## config.mk

```make
export PLATFORM = sky130hd
export DESIGN_NAME = hbid_top
export DESIGN_NICKNAME = d
export VERILOG_FILES = /design/src/rtl/hbid_pkg.sv /design/src/rtl/hbid_avg_if.sv /design/src/rtl/hbid_top.sv /design/src/rtl/hbid_avg.sv
export SDC_FILE = /design/constraint.sdc
export NUM_CORES = 1
export LEC_CHECK = 0
export ABC_AREA = 1
export BUFFER_PORTS_ARGS = -buffer_cell sky130_fd_sc_hd__buf_2
export CORE_ASPECT_RATIO = 0.8
export CORE_UTILIZATION = 60
export CTS_CLUSTER_DIAMETER = 200
export DETAILED_ROUTE_END_ITERATION = 10
export PLACE_DENSITY = 0.78
export REMOVE_ABC_BUFFERS = 1
export SYNTH_ARGS = -nofsm -noshare
export SYNTH_HDL_FRONTEND = slang
export SYNTH_SLANG_ARGS = --single-unit
```

## constraint.sdc

```tcl
create_clock -name i_sys_clk -period 7.9 [get_ports i_sys_clk]
set_input_delay 1.185 -clock i_sys_clk [delete_from_list [all_inputs] [get_ports i_sys_clk]]
set_output_delay 1.185 -clock i_sys_clk [all_outputs]
set_load 0.1 [all_outputs]
```

## src/rtl/hbid_pkg.sv

```systemverilog
`default_nettype none
package hbid_pkg;

  // ----------------------------------------------------------------------
  // Register indices (printed offsets are not word multiples)
  // ----------------------------------------------------------------------
  localparam logic [7:0] HBID_IDX_GAIN_THRESH = 8'h1d;
  localparam logic [7:0] HBID_IDX_TIMING      = 8'h1e;
  localparam logic [7:0] HBID_IDX_RESULT      = 8'h1f;
  localparam logic [7:0] HBID_IDX_CTRL        = 8'h20;
  localparam logic [7:0] HBID_IDX_STATUS      = 8'h21;
  localparam logic [7:0] HBID_IDX_INT_CLR     = 8'h22;
  localparam logic [7:0] HBID_IDX_INT_EN      = 8'h23;

  // ----------------------------------------------------------------------
  // Field positions
  // ----------------------------------------------------------------------
  localparam int HBID_EN_POS        = 15;
  localparam int HBID_PAVG_LSB      = 12;
  localparam int HBID_PTSF_LSB      = 8;
  localparam int HBID_HOFF_LSB      = 16;
  localparam int HBID_RAVG_LSB      = 12;
  localparam int HBID_RHSF_LSB      = 8;
  localparam int HBID_RESULT_LSB    = 10;

  // ----------------------------------------------------------------------
  // Reset values
  // ----------------------------------------------------------------------
  localparam logic [1:0] HBID_PAVG_RST = 2'h2;
  localparam logic [3:0] HBID_PTSF_RST = 4'h3;
  localparam logic [5:0] HBID_HOFF_RST = 6'h20;
  localparam logic [1:0] HBID_RAVG_RST = 2'h2;
  localparam logic [2:0] HBID_RHSF_RST = 3'h4;

  // ----------------------------------------------------------------------
  // Timing
  // ----------------------------------------------------------------------
  localparam int HBID_CLK_HZ      = 10_000_000;
  localparam int HBID_UNIT_US     = 8000;
  localparam int HBID_UNIT_CYCLES = HBID_CLK_HZ / 1_000_000 * HBID_UNIT_US;

  typedef enum logic [1:0] {
    HBID_IDLE,
    HBID_ARMED,
    HBID_PEAK
  } hbid_state_t;

endpackage
`default_nettype wire

```

## src/rtl/hbid_avg_if.sv

```systemverilog
`timescale 1ns/10ps
`default_nettype none
interface hbid_avg_if #(parameter int W = 16);
  logic         update;
  logic [1:0]   weight_code;
  logic [W-1:0] sample;
  logic [W-1:0] average;
  modport owner (output update, output weight_code, output sample,
                 input average);
  modport avg   (input update, input weight_code, input sample,
                 output average);
endinterface
`default_nettype wire

```

## src/rtl/hbid_top.sv

```systemverilog
// Behaviour
// - peak weight bits 13:12, weights 2..16, default 8
// - peak average weighted recurrence per peak
// - threshold is average times (scale+1)/16
// - static hold-off bits 21:16, reset 32
// - static hold-off times eight ms unit
// - hold-off is max of static, dynamic
// - interval weight bits 13:12, default 8
// - interval average weighted recurrence per beat
// - dynamic hold-off is average times scale/8
// - scale zero means static hold-off only
// - runs only with both enables set
// - beat loads left-justified interval, sets flag
// - interval counter wraps silently
//
// Chosen here: the APB interface to the registers.
`timescale 1ns/10ps
`default_nettype none
module hbid_top
  import hbid_pkg::*;
#(
  parameter int SW         = 16,
  parameter int UNIT_CYCLES = HBID_UNIT_CYCLES
) (
  input  wire logic          i_sys_clk,
  input  wire logic          i_reset,
  input  wire logic          i_channel_enable,
  input  wire logic          i_sample_valid,
  input  wire logic [SW-1:0] i_sample,
  input  wire logic          psel,
  input  wire logic          penable,
  input  wire logic          pwrite,
  input  wire logic [11:0]   paddr,
  input  wire logic [31:0]   pwdata,
  output logic      [31:0]   prdata,
  output logic               pready,
  output logic               pslverr,
  output logic               o_irq
);

  if (SW < 4 || SW > 20) begin : g_bad_width
    $error("hbid_top: unsupported sample width");
  end
  if (UNIT_CYCLES < 1 || UNIT_CYCLES > 16777215) begin : g_bad_unit
    $error("hbid_top: unsupported unit length");
  end

  // ----------------------------------------------------------------------
  // Configuration registers
  // ----------------------------------------------------------------------
  logic        beat_detect_enable_reg;
  logic [1:0]  peak_avg_weight_reg;
  logic [3:0]  peak_threshold_scale_reg;
  logic [5:0]  min_holdoff_reg;
  logic [1:0]  interval_avg_weight_reg;
  logic [2:0]  dynamic_holdoff_scale_reg;
  logic [13:0] beat_interval_result_reg;
  logic        beat_interrupt_flag_reg;
  logic        beat_int_en_reg;
  logic [31:0] prdata_reg;
  logic        pready_reg;
  logic        pslverr_reg;
  logic        irq_reg;

  wire        setup      = psel & ~penable;
  wire [9:0]  word_idx   = paddr[11:2];
  wire        hit_gain   = word_idx == {2'h0, HBID_IDX_GAIN_THRESH};
  wire        hit_timing = word_idx == {2'h0, HBID_IDX_TIMING};
  wire        hit_result = word_idx == {2'h0, HBID_IDX_RESULT};
  wire        hit_ctrl   = word_idx == {2'h0, HBID_IDX_CTRL};
  wire        hit_status = word_idx == {2'h0, HBID_IDX_STATUS};
  wire        hit_clr    = word_idx == {2'h0, HBID_IDX_INT_CLR};
  wire        hit_en     = word_idx == {2'h0, HBID_IDX_INT_EN};
  wire        mapped     = hit_gain | hit_timing | hit_result | hit_ctrl |
                           hit_status | hit_clr | hit_en;
  // Writes land at the edge that ends the access phase
  wire        do_write   = psel & penable & pready_reg & pwrite & mapped;
  wire        wr_gain    = do_write & hit_gain;
  wire        wr_timing  = do_write & hit_timing;
  wire        wr_clr     = do_write & hit_clr & pwdata[0];
  wire        wr_en      = do_write & hit_en;

  wire [31:0] rd_gain = {16'h0, beat_detect_enable_reg, 1'b0,
                         peak_avg_weight_reg, peak_threshold_scale_reg, 8'h0};
  wire [31:0] rd_timing = {10'h0, min_holdoff_reg, 2'h0,
                           interval_avg_weight_reg, 1'b0,
                           dynamic_holdoff_scale_reg, 8'h0};
  wire [31:0] rd_result = {8'h0, beat_interval_result_reg, 10'h0};
  wire [31:0] rd_word =
    hit_gain   ? rd_gain :
    hit_timing ? rd_timing :
    hit_result ? rd_result :
    hit_status ? {31'h0, beat_interrupt_flag_reg} :
    hit_en     ? {31'h0, beat_int_en_reg} : 32'h0;

  // Slave answers in the access cycle: one wait-free access phase
  always_ff @(posedge i_sys_clk) begin
    if (i_reset) begin
      pready_reg  <= 1'b0;
      pslverr_reg <= 1'b0;
      prdata_reg  <= 32'h0;
    end else begin
      pready_reg  <= setup;
      pslverr_reg <= setup & ~mapped;
      prdata_reg  <= (setup & ~pwrite) ? rd_word : 32'h0;
    end
  end

  // peak weight and threshold scale fields
  // scale field reset to four sixteenths
  always_ff @(posedge i_sys_clk) begin
    if (i_reset) begin
      beat_detect_enable_reg   <= 1'b0;
      peak_avg_weight_reg      <= HBID_PAVG_RST;
      peak_threshold_scale_reg <= HBID_PTSF_RST;
    end else if (wr_gain) begin
      beat_detect_enable_reg   <= pwdata[HBID_EN_POS];
      peak_avg_weight_reg      <= pwdata[HBID_PAVG_LSB +: 2];
      peak_threshold_scale_reg <= pwdata[HBID_PTSF_LSB +: 4];
    end
  end

  // interval weight field, reset code 2
  always_ff @(posedge i_sys_clk) begin
    if (i_reset) begin
      min_holdoff_reg           <= HBID_HOFF_RST;
      interval_avg_weight_reg   <= HBID_RAVG_RST;
      dynamic_holdoff_scale_reg <= HBID_RHSF_RST;
    end else if (wr_timing) begin
      min_holdoff_reg           <= pwdata[HBID_HOFF_LSB +: 6];
      interval_avg_weight_reg   <= pwdata[HBID_RAVG_LSB +: 2];
      dynamic_holdoff_scale_reg <= pwdata[HBID_RHSF_LSB +: 3];
    end
  end

  // ----------------------------------------------------------------------
  // Time base and interval counter
  // ----------------------------------------------------------------------
  logic [23:0] tick_cnt_reg;
  logic [13:0] interval_cnt_reg;
  logic        beat;

  // detector active only with both enables
  wire active   = beat_detect_enable_reg & i_channel_enable;
  wire tick     = tick_cnt_reg == 24'(UNIT_CYCLES - 1);

  always_ff @(posedge i_sys_clk) begin
    if (i_reset || !active || tick) begin
      tick_cnt_reg <= 24'h0;
    end else begin
      tick_cnt_reg <= tick_cnt_reg + 24'h1;
    end
  end

  always_ff @(posedge i_sys_clk) begin
    if (i_reset || !active) begin
      interval_cnt_reg <= 14'h0;
    end else if (beat) begin
      interval_cnt_reg <= 14'(tick);
    end else if (tick) begin
      interval_cnt_reg <= interval_cnt_reg + 14'h1;
    end
  end

  // ----------------------------------------------------------------------
  // Running averages
  // ----------------------------------------------------------------------
  hbid_avg_if #(.W(SW)) peak_if ();
  hbid_avg_if #(.W(14)) ivl_if ();

  logic [SW-1:0] peak_max_reg;

  // averages move only on accepted beats
  assign peak_if.update      = beat;
  assign peak_if.weight_code = peak_avg_weight_reg;
  assign peak_if.sample      = peak_max_reg;
  assign ivl_if.update       = beat;
  assign ivl_if.weight_code  = interval_avg_weight_reg;
  assign ivl_if.sample       = interval_cnt_reg;

  hbid_avg #(.W(SW)) u_peak_avg (
    .i_sys_clk (i_sys_clk),
    .i_reset   (i_reset),
    .bus       (peak_if.avg)
  );

  hbid_avg #(.W(14)) u_ivl_avg (
    .i_sys_clk (i_sys_clk),
    .i_reset   (i_reset),
    .bus       (ivl_if.avg)
  );

  wire [SW+3:0] thr_prod  = (SW+4)'(peak_if.average) *
                            (SW+4)'({1'b0, peak_threshold_scale_reg} + 5'h1);
  wire [SW-1:0] threshold = SW'(thr_prod >> 4);

  // zero scale yields no dynamic part
  wire [16:0] dyn_prod = 17'(ivl_if.average) *
                         17'(dynamic_holdoff_scale_reg);
  wire [13:0] dyn_holdoff = 14'(dyn_prod >> 3);
  // static part counted in detector units
  wire [13:0] static_holdoff = {8'h0, min_holdoff_reg};
  wire [13:0] holdoff = (dyn_holdoff > static_holdoff) ? dyn_holdoff
                                                       : static_holdoff;
  wire        holdoff_done = interval_cnt_reg >= holdoff;

  // ----------------------------------------------------------------------
  // Beat qualification
  // ----------------------------------------------------------------------
  hbid_state_t state_reg;
  hbid_state_t state_next;

  wire above = i_sample_valid & (i_sample > threshold);
  wire below = i_sample_valid & ~(i_sample > threshold);

  always_comb begin
    state_next = state_reg;
    case (state_reg)
      HBID_IDLE:  state_next = HBID_ARMED;
      HBID_ARMED: if (above && holdoff_done) begin
        state_next = HBID_PEAK;
      end
      HBID_PEAK:  if (below) begin
        state_next = HBID_ARMED;
      end
      default:    state_next = HBID_IDLE;
    endcase
    if (!active) begin
      state_next = HBID_IDLE;
    end
  end

  assign beat = active && state_reg == HBID_PEAK && below;

  always_ff @(posedge i_sys_clk) begin
    if (i_reset) begin
      state_reg <= HBID_IDLE;
    end else begin
      state_reg <= state_next;
    end
  end

  // Peak tracking within an excursion
  always_ff @(posedge i_sys_clk) begin
    if (i_reset || state_reg != HBID_PEAK) begin
      peak_max_reg <= (state_next == HBID_PEAK) ? i_sample : '0;
    end else if (i_sample_valid && i_sample > peak_max_reg) begin
      peak_max_reg <= i_sample;
    end
  end

  // ----------------------------------------------------------------------
  // Result and interrupt
  // ----------------------------------------------------------------------
  // load interval result on each beat
  always_ff @(posedge i_sys_clk) begin
    if (i_reset) begin
      beat_interval_result_reg <= 14'h0;
    end else if (beat) begin
      beat_interval_result_reg <= interval_cnt_reg;
    end
  end

  // set beats clear in same cycle
  always_ff @(posedge i_sys_clk) begin
    if (i_reset) begin
      beat_interrupt_flag_reg <= 1'b0;
    end else if (beat) begin
      beat_interrupt_flag_reg <= 1'b1;
    end else if (wr_clr) begin
      beat_interrupt_flag_reg <= 1'b0;
    end
  end

  always_ff @(posedge i_sys_clk) begin
    if (i_reset) begin
      beat_int_en_reg <= 1'b0;
      irq_reg         <= 1'b0;
    end else begin
      if (wr_en) begin
        beat_int_en_reg <= pwdata[0];
      end
      irq_reg <= beat_interrupt_flag_reg & beat_int_en_reg;
    end
  end

  assign prdata  = prdata_reg;
  assign pready  = pready_reg;
  assign pslverr = pslverr_reg;
  assign o_irq   = irq_reg;

  // ----------------------------------------------------------------------
  // Checks
  // ----------------------------------------------------------------------
  // no beat without both enables
  beat_needs_enable_a: assert property (@(posedge i_sys_clk)
    disable iff (i_reset) beat |-> beat_detect_enable_reg && i_channel_enable)
    else $error("beat while disabled");

  result_load_a: assert property (@(posedge i_sys_clk)
    disable iff (i_reset)
    beat |=> beat_interval_result_reg == $past(interval_cnt_reg)
             && beat_interrupt_flag_reg) else $error("result not loaded");

  holdoff_gate_a: assert property (@(posedge i_sys_clk)
    disable iff (i_reset)
    (state_reg == HBID_ARMED && state_next == HBID_PEAK) |->
      interval_cnt_reg >= {8'h0, min_holdoff_reg}) else
    $error("entry inside hold-off");

  static_only_a: assert property (@(posedge i_sys_clk)
    disable iff (i_reset)
    dynamic_holdoff_scale_reg == 3'h0 |-> holdoff == static_holdoff) else
    $error("dynamic part with zero scale");

  counter_wrap_a: assert property (@(posedge i_sys_clk)
    disable iff (i_reset)
    (active && tick && !beat && interval_cnt_reg == 14'h3fff) |=>
      interval_cnt_reg == 14'h0 || !$past(active)) else
    $error("counter did not wrap");

  hoff_reset_a: assert property (@(posedge i_sys_clk)
    $past(i_reset) |-> min_holdoff_reg == 6'h20 &&
      interval_avg_weight_reg == 2'h2 && peak_avg_weight_reg == 2'h2) else
    $error("reset defaults wrong");

  thr_bound_a: assert property (@(posedge i_sys_clk)
    disable iff (i_reset)
    threshold <= peak_if.average) else $error("threshold too large");

  holdoff_max_a: assert property (@(posedge i_sys_clk)
    disable iff (i_reset)
    holdoff >= static_holdoff && holdoff >= dyn_holdoff &&
    (holdoff == static_holdoff || holdoff == dyn_holdoff)) else
    $error("hold-off not maximum");

  irq_level_a: assert property (@(posedge i_sys_clk)
    disable iff (i_reset)
    ##1 o_irq == $past(beat_interrupt_flag_reg && beat_int_en_reg)) else
    $error("irq mismatch");

endmodule
`default_nettype wire

```

## src/rtl/hbid_avg.sv

```systemverilog
`timescale 1ns/10ps
`default_nettype none
module hbid_avg
  import hbid_pkg::*;
#(
  parameter int W = 16
) (
  input  wire logic i_sys_clk,
  input  wire logic i_reset,
  hbid_avg_if.avg   bus
);

  if (W < 2 || W > 24) begin : g_bad_width
    $error("hbid_avg: unsupported width");
  end

  logic [W-1:0] avg_reg;
  logic [W+4:0] prod;
  logic [W+4:0] sum;
  logic [W-1:0] avg_next;
  logic [2:0]   shift;
  logic [4:0]   weight;

  assign shift  = {1'b0, bus.weight_code} + 3'h1;
  assign weight = 5'h1 << shift;
  assign prod   = (W+5)'(avg_reg) * (W+5)'(weight - 5'h1);
  assign sum    = prod + (W+5)'(bus.sample);
  assign avg_next = W'(sum >> shift);
  assign bus.average = avg_reg;

  always_ff @(posedge i_sys_clk) begin
    if (i_reset) begin
      avg_reg <= '0;
    end else if (bus.update) begin
      avg_reg <= avg_next;
    end
  end

  avg_step_a: assert property (@(posedge i_sys_clk)
    disable iff (i_reset)
    bus.update |=> avg_reg == $past(avg_next)) else
    $error("average step wrong");

endmodule
`default_nettype wire

```

==> results.yml <==
sta:
  setup_viol_count_final: 0
  fin_tns_setup_ns: 0
  worst_slew_pin_slew_ns: 1.052
  finalHoldViolCount: 0
  fin_crit_sh_pct: 92.38
  postLayoutSetupSlackWorst_ns: 0.6023
  slew_headroom_pct: 29.20
  slew_viol_final: 0
  skew_ns: 0.01862
  finalCriticalPeriod_ns: 7.298
  hold_ws_ns: 0.4419
  rsz0062_at_grt: "no"
  fmax_ghz: 0.1370
clocking:
  cts_tree: "done"
  htree_levels: 4
  cts_buffers: 17
  clkTransAtPathRegs_ns: 0.07
  cts_max_path_buffers: 2
  cts_resized: 0
  cts_root_buf: "clkbuf_16"
  cts.sinks: 140
  clkLatencyLatePin_ns: 0.45
  hold_buffers: 0
  post-cts-setup-buffers: 0
synthesis:
  yosysSeqAreaShare_pct: 14.26
  yosysWarnings: 0
  synthCells: 2807
  synthDominantCellAreaShare_pct: 26.88
  synthMuxAreaShare_pct: 0
  ys_types: 53
  synth_flop_cell: "dfxtp_1"
  yosys.area_share.simple_pct: 22.53
  synth_edf_count: 16
  synth_area_sq_um: 20780
  synth_area_per_cell_sq_um: 7.404
  synth_top_area_cell: "fa_1"
  synthArstFlopShare_pct: 0
  yosysMostFrequentCell: "inv_1"
  synth-xor-area-share_pct: 2.234
  synthTopCellsByCount: "inv_1, nand2_1, fa_1, nor2_1, ha_1"
  synth_area_leaders: "fa_1, ha_1, dfxtp_1"
  synth_compound_area_share_pct: 8.940
  synthAdderAreaFrac_pct: 38.86
  ys_ff_latch: 140
  synth_top_family_by_area: "adder cells"
setup_path:
  cp.buffers_inverters: 4
  r2r_cells: 30
  worstSetupEndpoint: "peak_if.sample[13]"
  end_kind: "flip-flop"
  arrival_ns: 7.44
  crit_slowest_cell: "dfxtp_1"
  rr_endpoint: "peak_if.sample[13]"
  crit_type: "reg2reg"
  max_stage_delay_ns: 0.55
  required_ns: 8.05
  cp-start-kind: "flip-flop"
  setup.worst_path.start: "peak_threshold_scale_reg[0]"
  r2r_slack_ns: 0.60
  r2r_start: "peak_threshold_scale_reg[0]"
  cp_top_family: "adder cells"
  path_common_cell: "nand2_1"
  crit_fanout: 17
  cp.depth: 30
placed_design:
  post-place-ws_ns: 0.8294
  finalWeightedCongestion: 0.9530
  io_buffers: 66
  hpwlAfterDp_um: 45790
  place_inst: 3305
drt:
  postRouteAntennaNets: 0
  wirelength_um: 54410
  dr.first_iter.drc_count: 1337
  via_count: 18340
  wl_per_cell_um: 16.31
  via_per_inst: 5.495
  drcViolationCount: 0
  firstDrtPassIters: 6
cells_and_area:
  antenna_cells: 0
  area_growth_syn_to_layout_pct: 6.701
  nets: 3404
  ff_latch_area_sq_um: 2963
  largest_register_ffs: 24
  fillCellCount: 2876
  layout-drive-gt1-share_pct: 5.223
  final_cells: 3337
  multiInputGateArea_sq_um: 15250
global_routing:
  grt_max_degree: 40
  grt_first_pass_wirelength_um: 89630
  antenna_found_initial: 0
  grt_pass1_vias: 18290
  gr-usage-all-layers_pct: 31.95
  gr-total-overflow: 0
hold_path:
  min_from: "beat_interval_result_reg[13]"
  holdCritPathClass: "reg2reg"
run_status:
  outcome: "completed"
power:
  ir_worst_vdd_uv: 123.7
  leakage_nw: 10.99
  pwr_density_cell_nw_per_um2: 78.49
floorplan:
  fp.dieArea_sq_um: 35390
  core_area_sq_um: 33860
  initial_core_util_pct: 61.38
  core.rowCount: 60
  io_pins: 102
  dieWidth_um: 210.1
  die_h_um: 168.5
job:
  maxCapViolCount: 0
[worst min-delay path by stage]
stage | cells after the start | endpoint
6_report | 2 | prdata[23]
5_1_grt | 2 | prdata[23]
4_1_cts | 2 | prdata[23]
3_5_place_dp | 2 | prdata[23]
3_3_place_gp | 2 | prdata[23]
2_1_floorplan | 2 | prdata[14]
[where the power goes]
group	leakage (nW)	internal, mW	switching, mW	total (mW)
combinational	9.51	0.0594	0.133	0.192
clock	0.289	0.472	0.359	0.831
sequential	1.20	0.717	0.000182	0.717
[cell families (layout without fill, tap and decap cells)]
group / Yosys count / in the layout
buffers and inverters: 709 / 733
AOI/OAI and AO/OA: 333 / 333
adders and majority gates: 478 / 478
other: 2 / 43
xor gates and xnor gates: 53 / 53
DFF: 140 / 140
and+or+nand+nor: 1092 / 1092
[routing by layer]
layer | global-route usage (%) | share of wire (%)
met1 | 41.20 | 42
met2 | 52.39 | 45
met3 | 6.456 | 8.5
met4 | 13.68 | 4.4
met5 | 0 | 0
[stage by stage]
step	power (mW)	cell area [sq um]	util, %
2_1_floorplan	0.8707	20510	-
3_3_place_gp	0.9160	21590	63.76
3_5_place_dp	0.9222	21590	63.76
4_1_cts	1.744	22180	65.50
5_1_grt	1.793	22180	65.50
6_report	1.740	22180	65.50
[area by class of cell]
cell class | count | share of cell area, %
Timing Repair Buffer | 88 | 2.234
Clock buffer | 18 | 1.935
Inverter | 613 | 10.38
Clock inverter | 14 | 0.7109
Tap cell | 465 | 2.624
Sequential cell | 140 | 13.36
Multi-Input combinational cell | 1999 | 68.76
[layout by cell type (no fill, tap or decap), types with 4 or more instances in the layout]
master     synthesis  routed
ha_1             199     199
fa_1             279     279
nor3b_1            5       5
a211oi_1           5       5
nand3_2            5       5
inv_1            609     609
edfxtp_1          16      16
nand4_1           35      35
dfxtp_1          124     124
xnor2_1           23      23
nor2_2             5       4
o21bai_1          11      11
clkbuf_16          0      17
buf_4             16      22
nand3_1          175     175
inv_6              0       4
nor4_1            11      11
conb_1             2      43
nor3_1            26      26
o21a_1             4       4
nand3b_1           9       9
buf_2              8      66
nand2_1          527     527
xor2_1            30      30
nand2_2            4       4
o21ai_0          102     102
a21o_1            11      11
a21oi_1          153     153
a21boi_0          20      20
nor2_1           271     271
o211ai_1          12      12
[worst register-to-register path, delay by kind of cell, from the launching register on]
kind | cells | cell delay [ns]
xor gates and xnor gates | 2 | 0.53
and+or+nand+nor | 14 | 2.08
DFF | 1 | 0.55
buffers and inverters | 4 | 0.49
adders and majority gates | 6 | 2.49
AOI/OAI and AO/OA | 4 | 0.84
No activity file was read; power rests on OpenSTA's default activity.
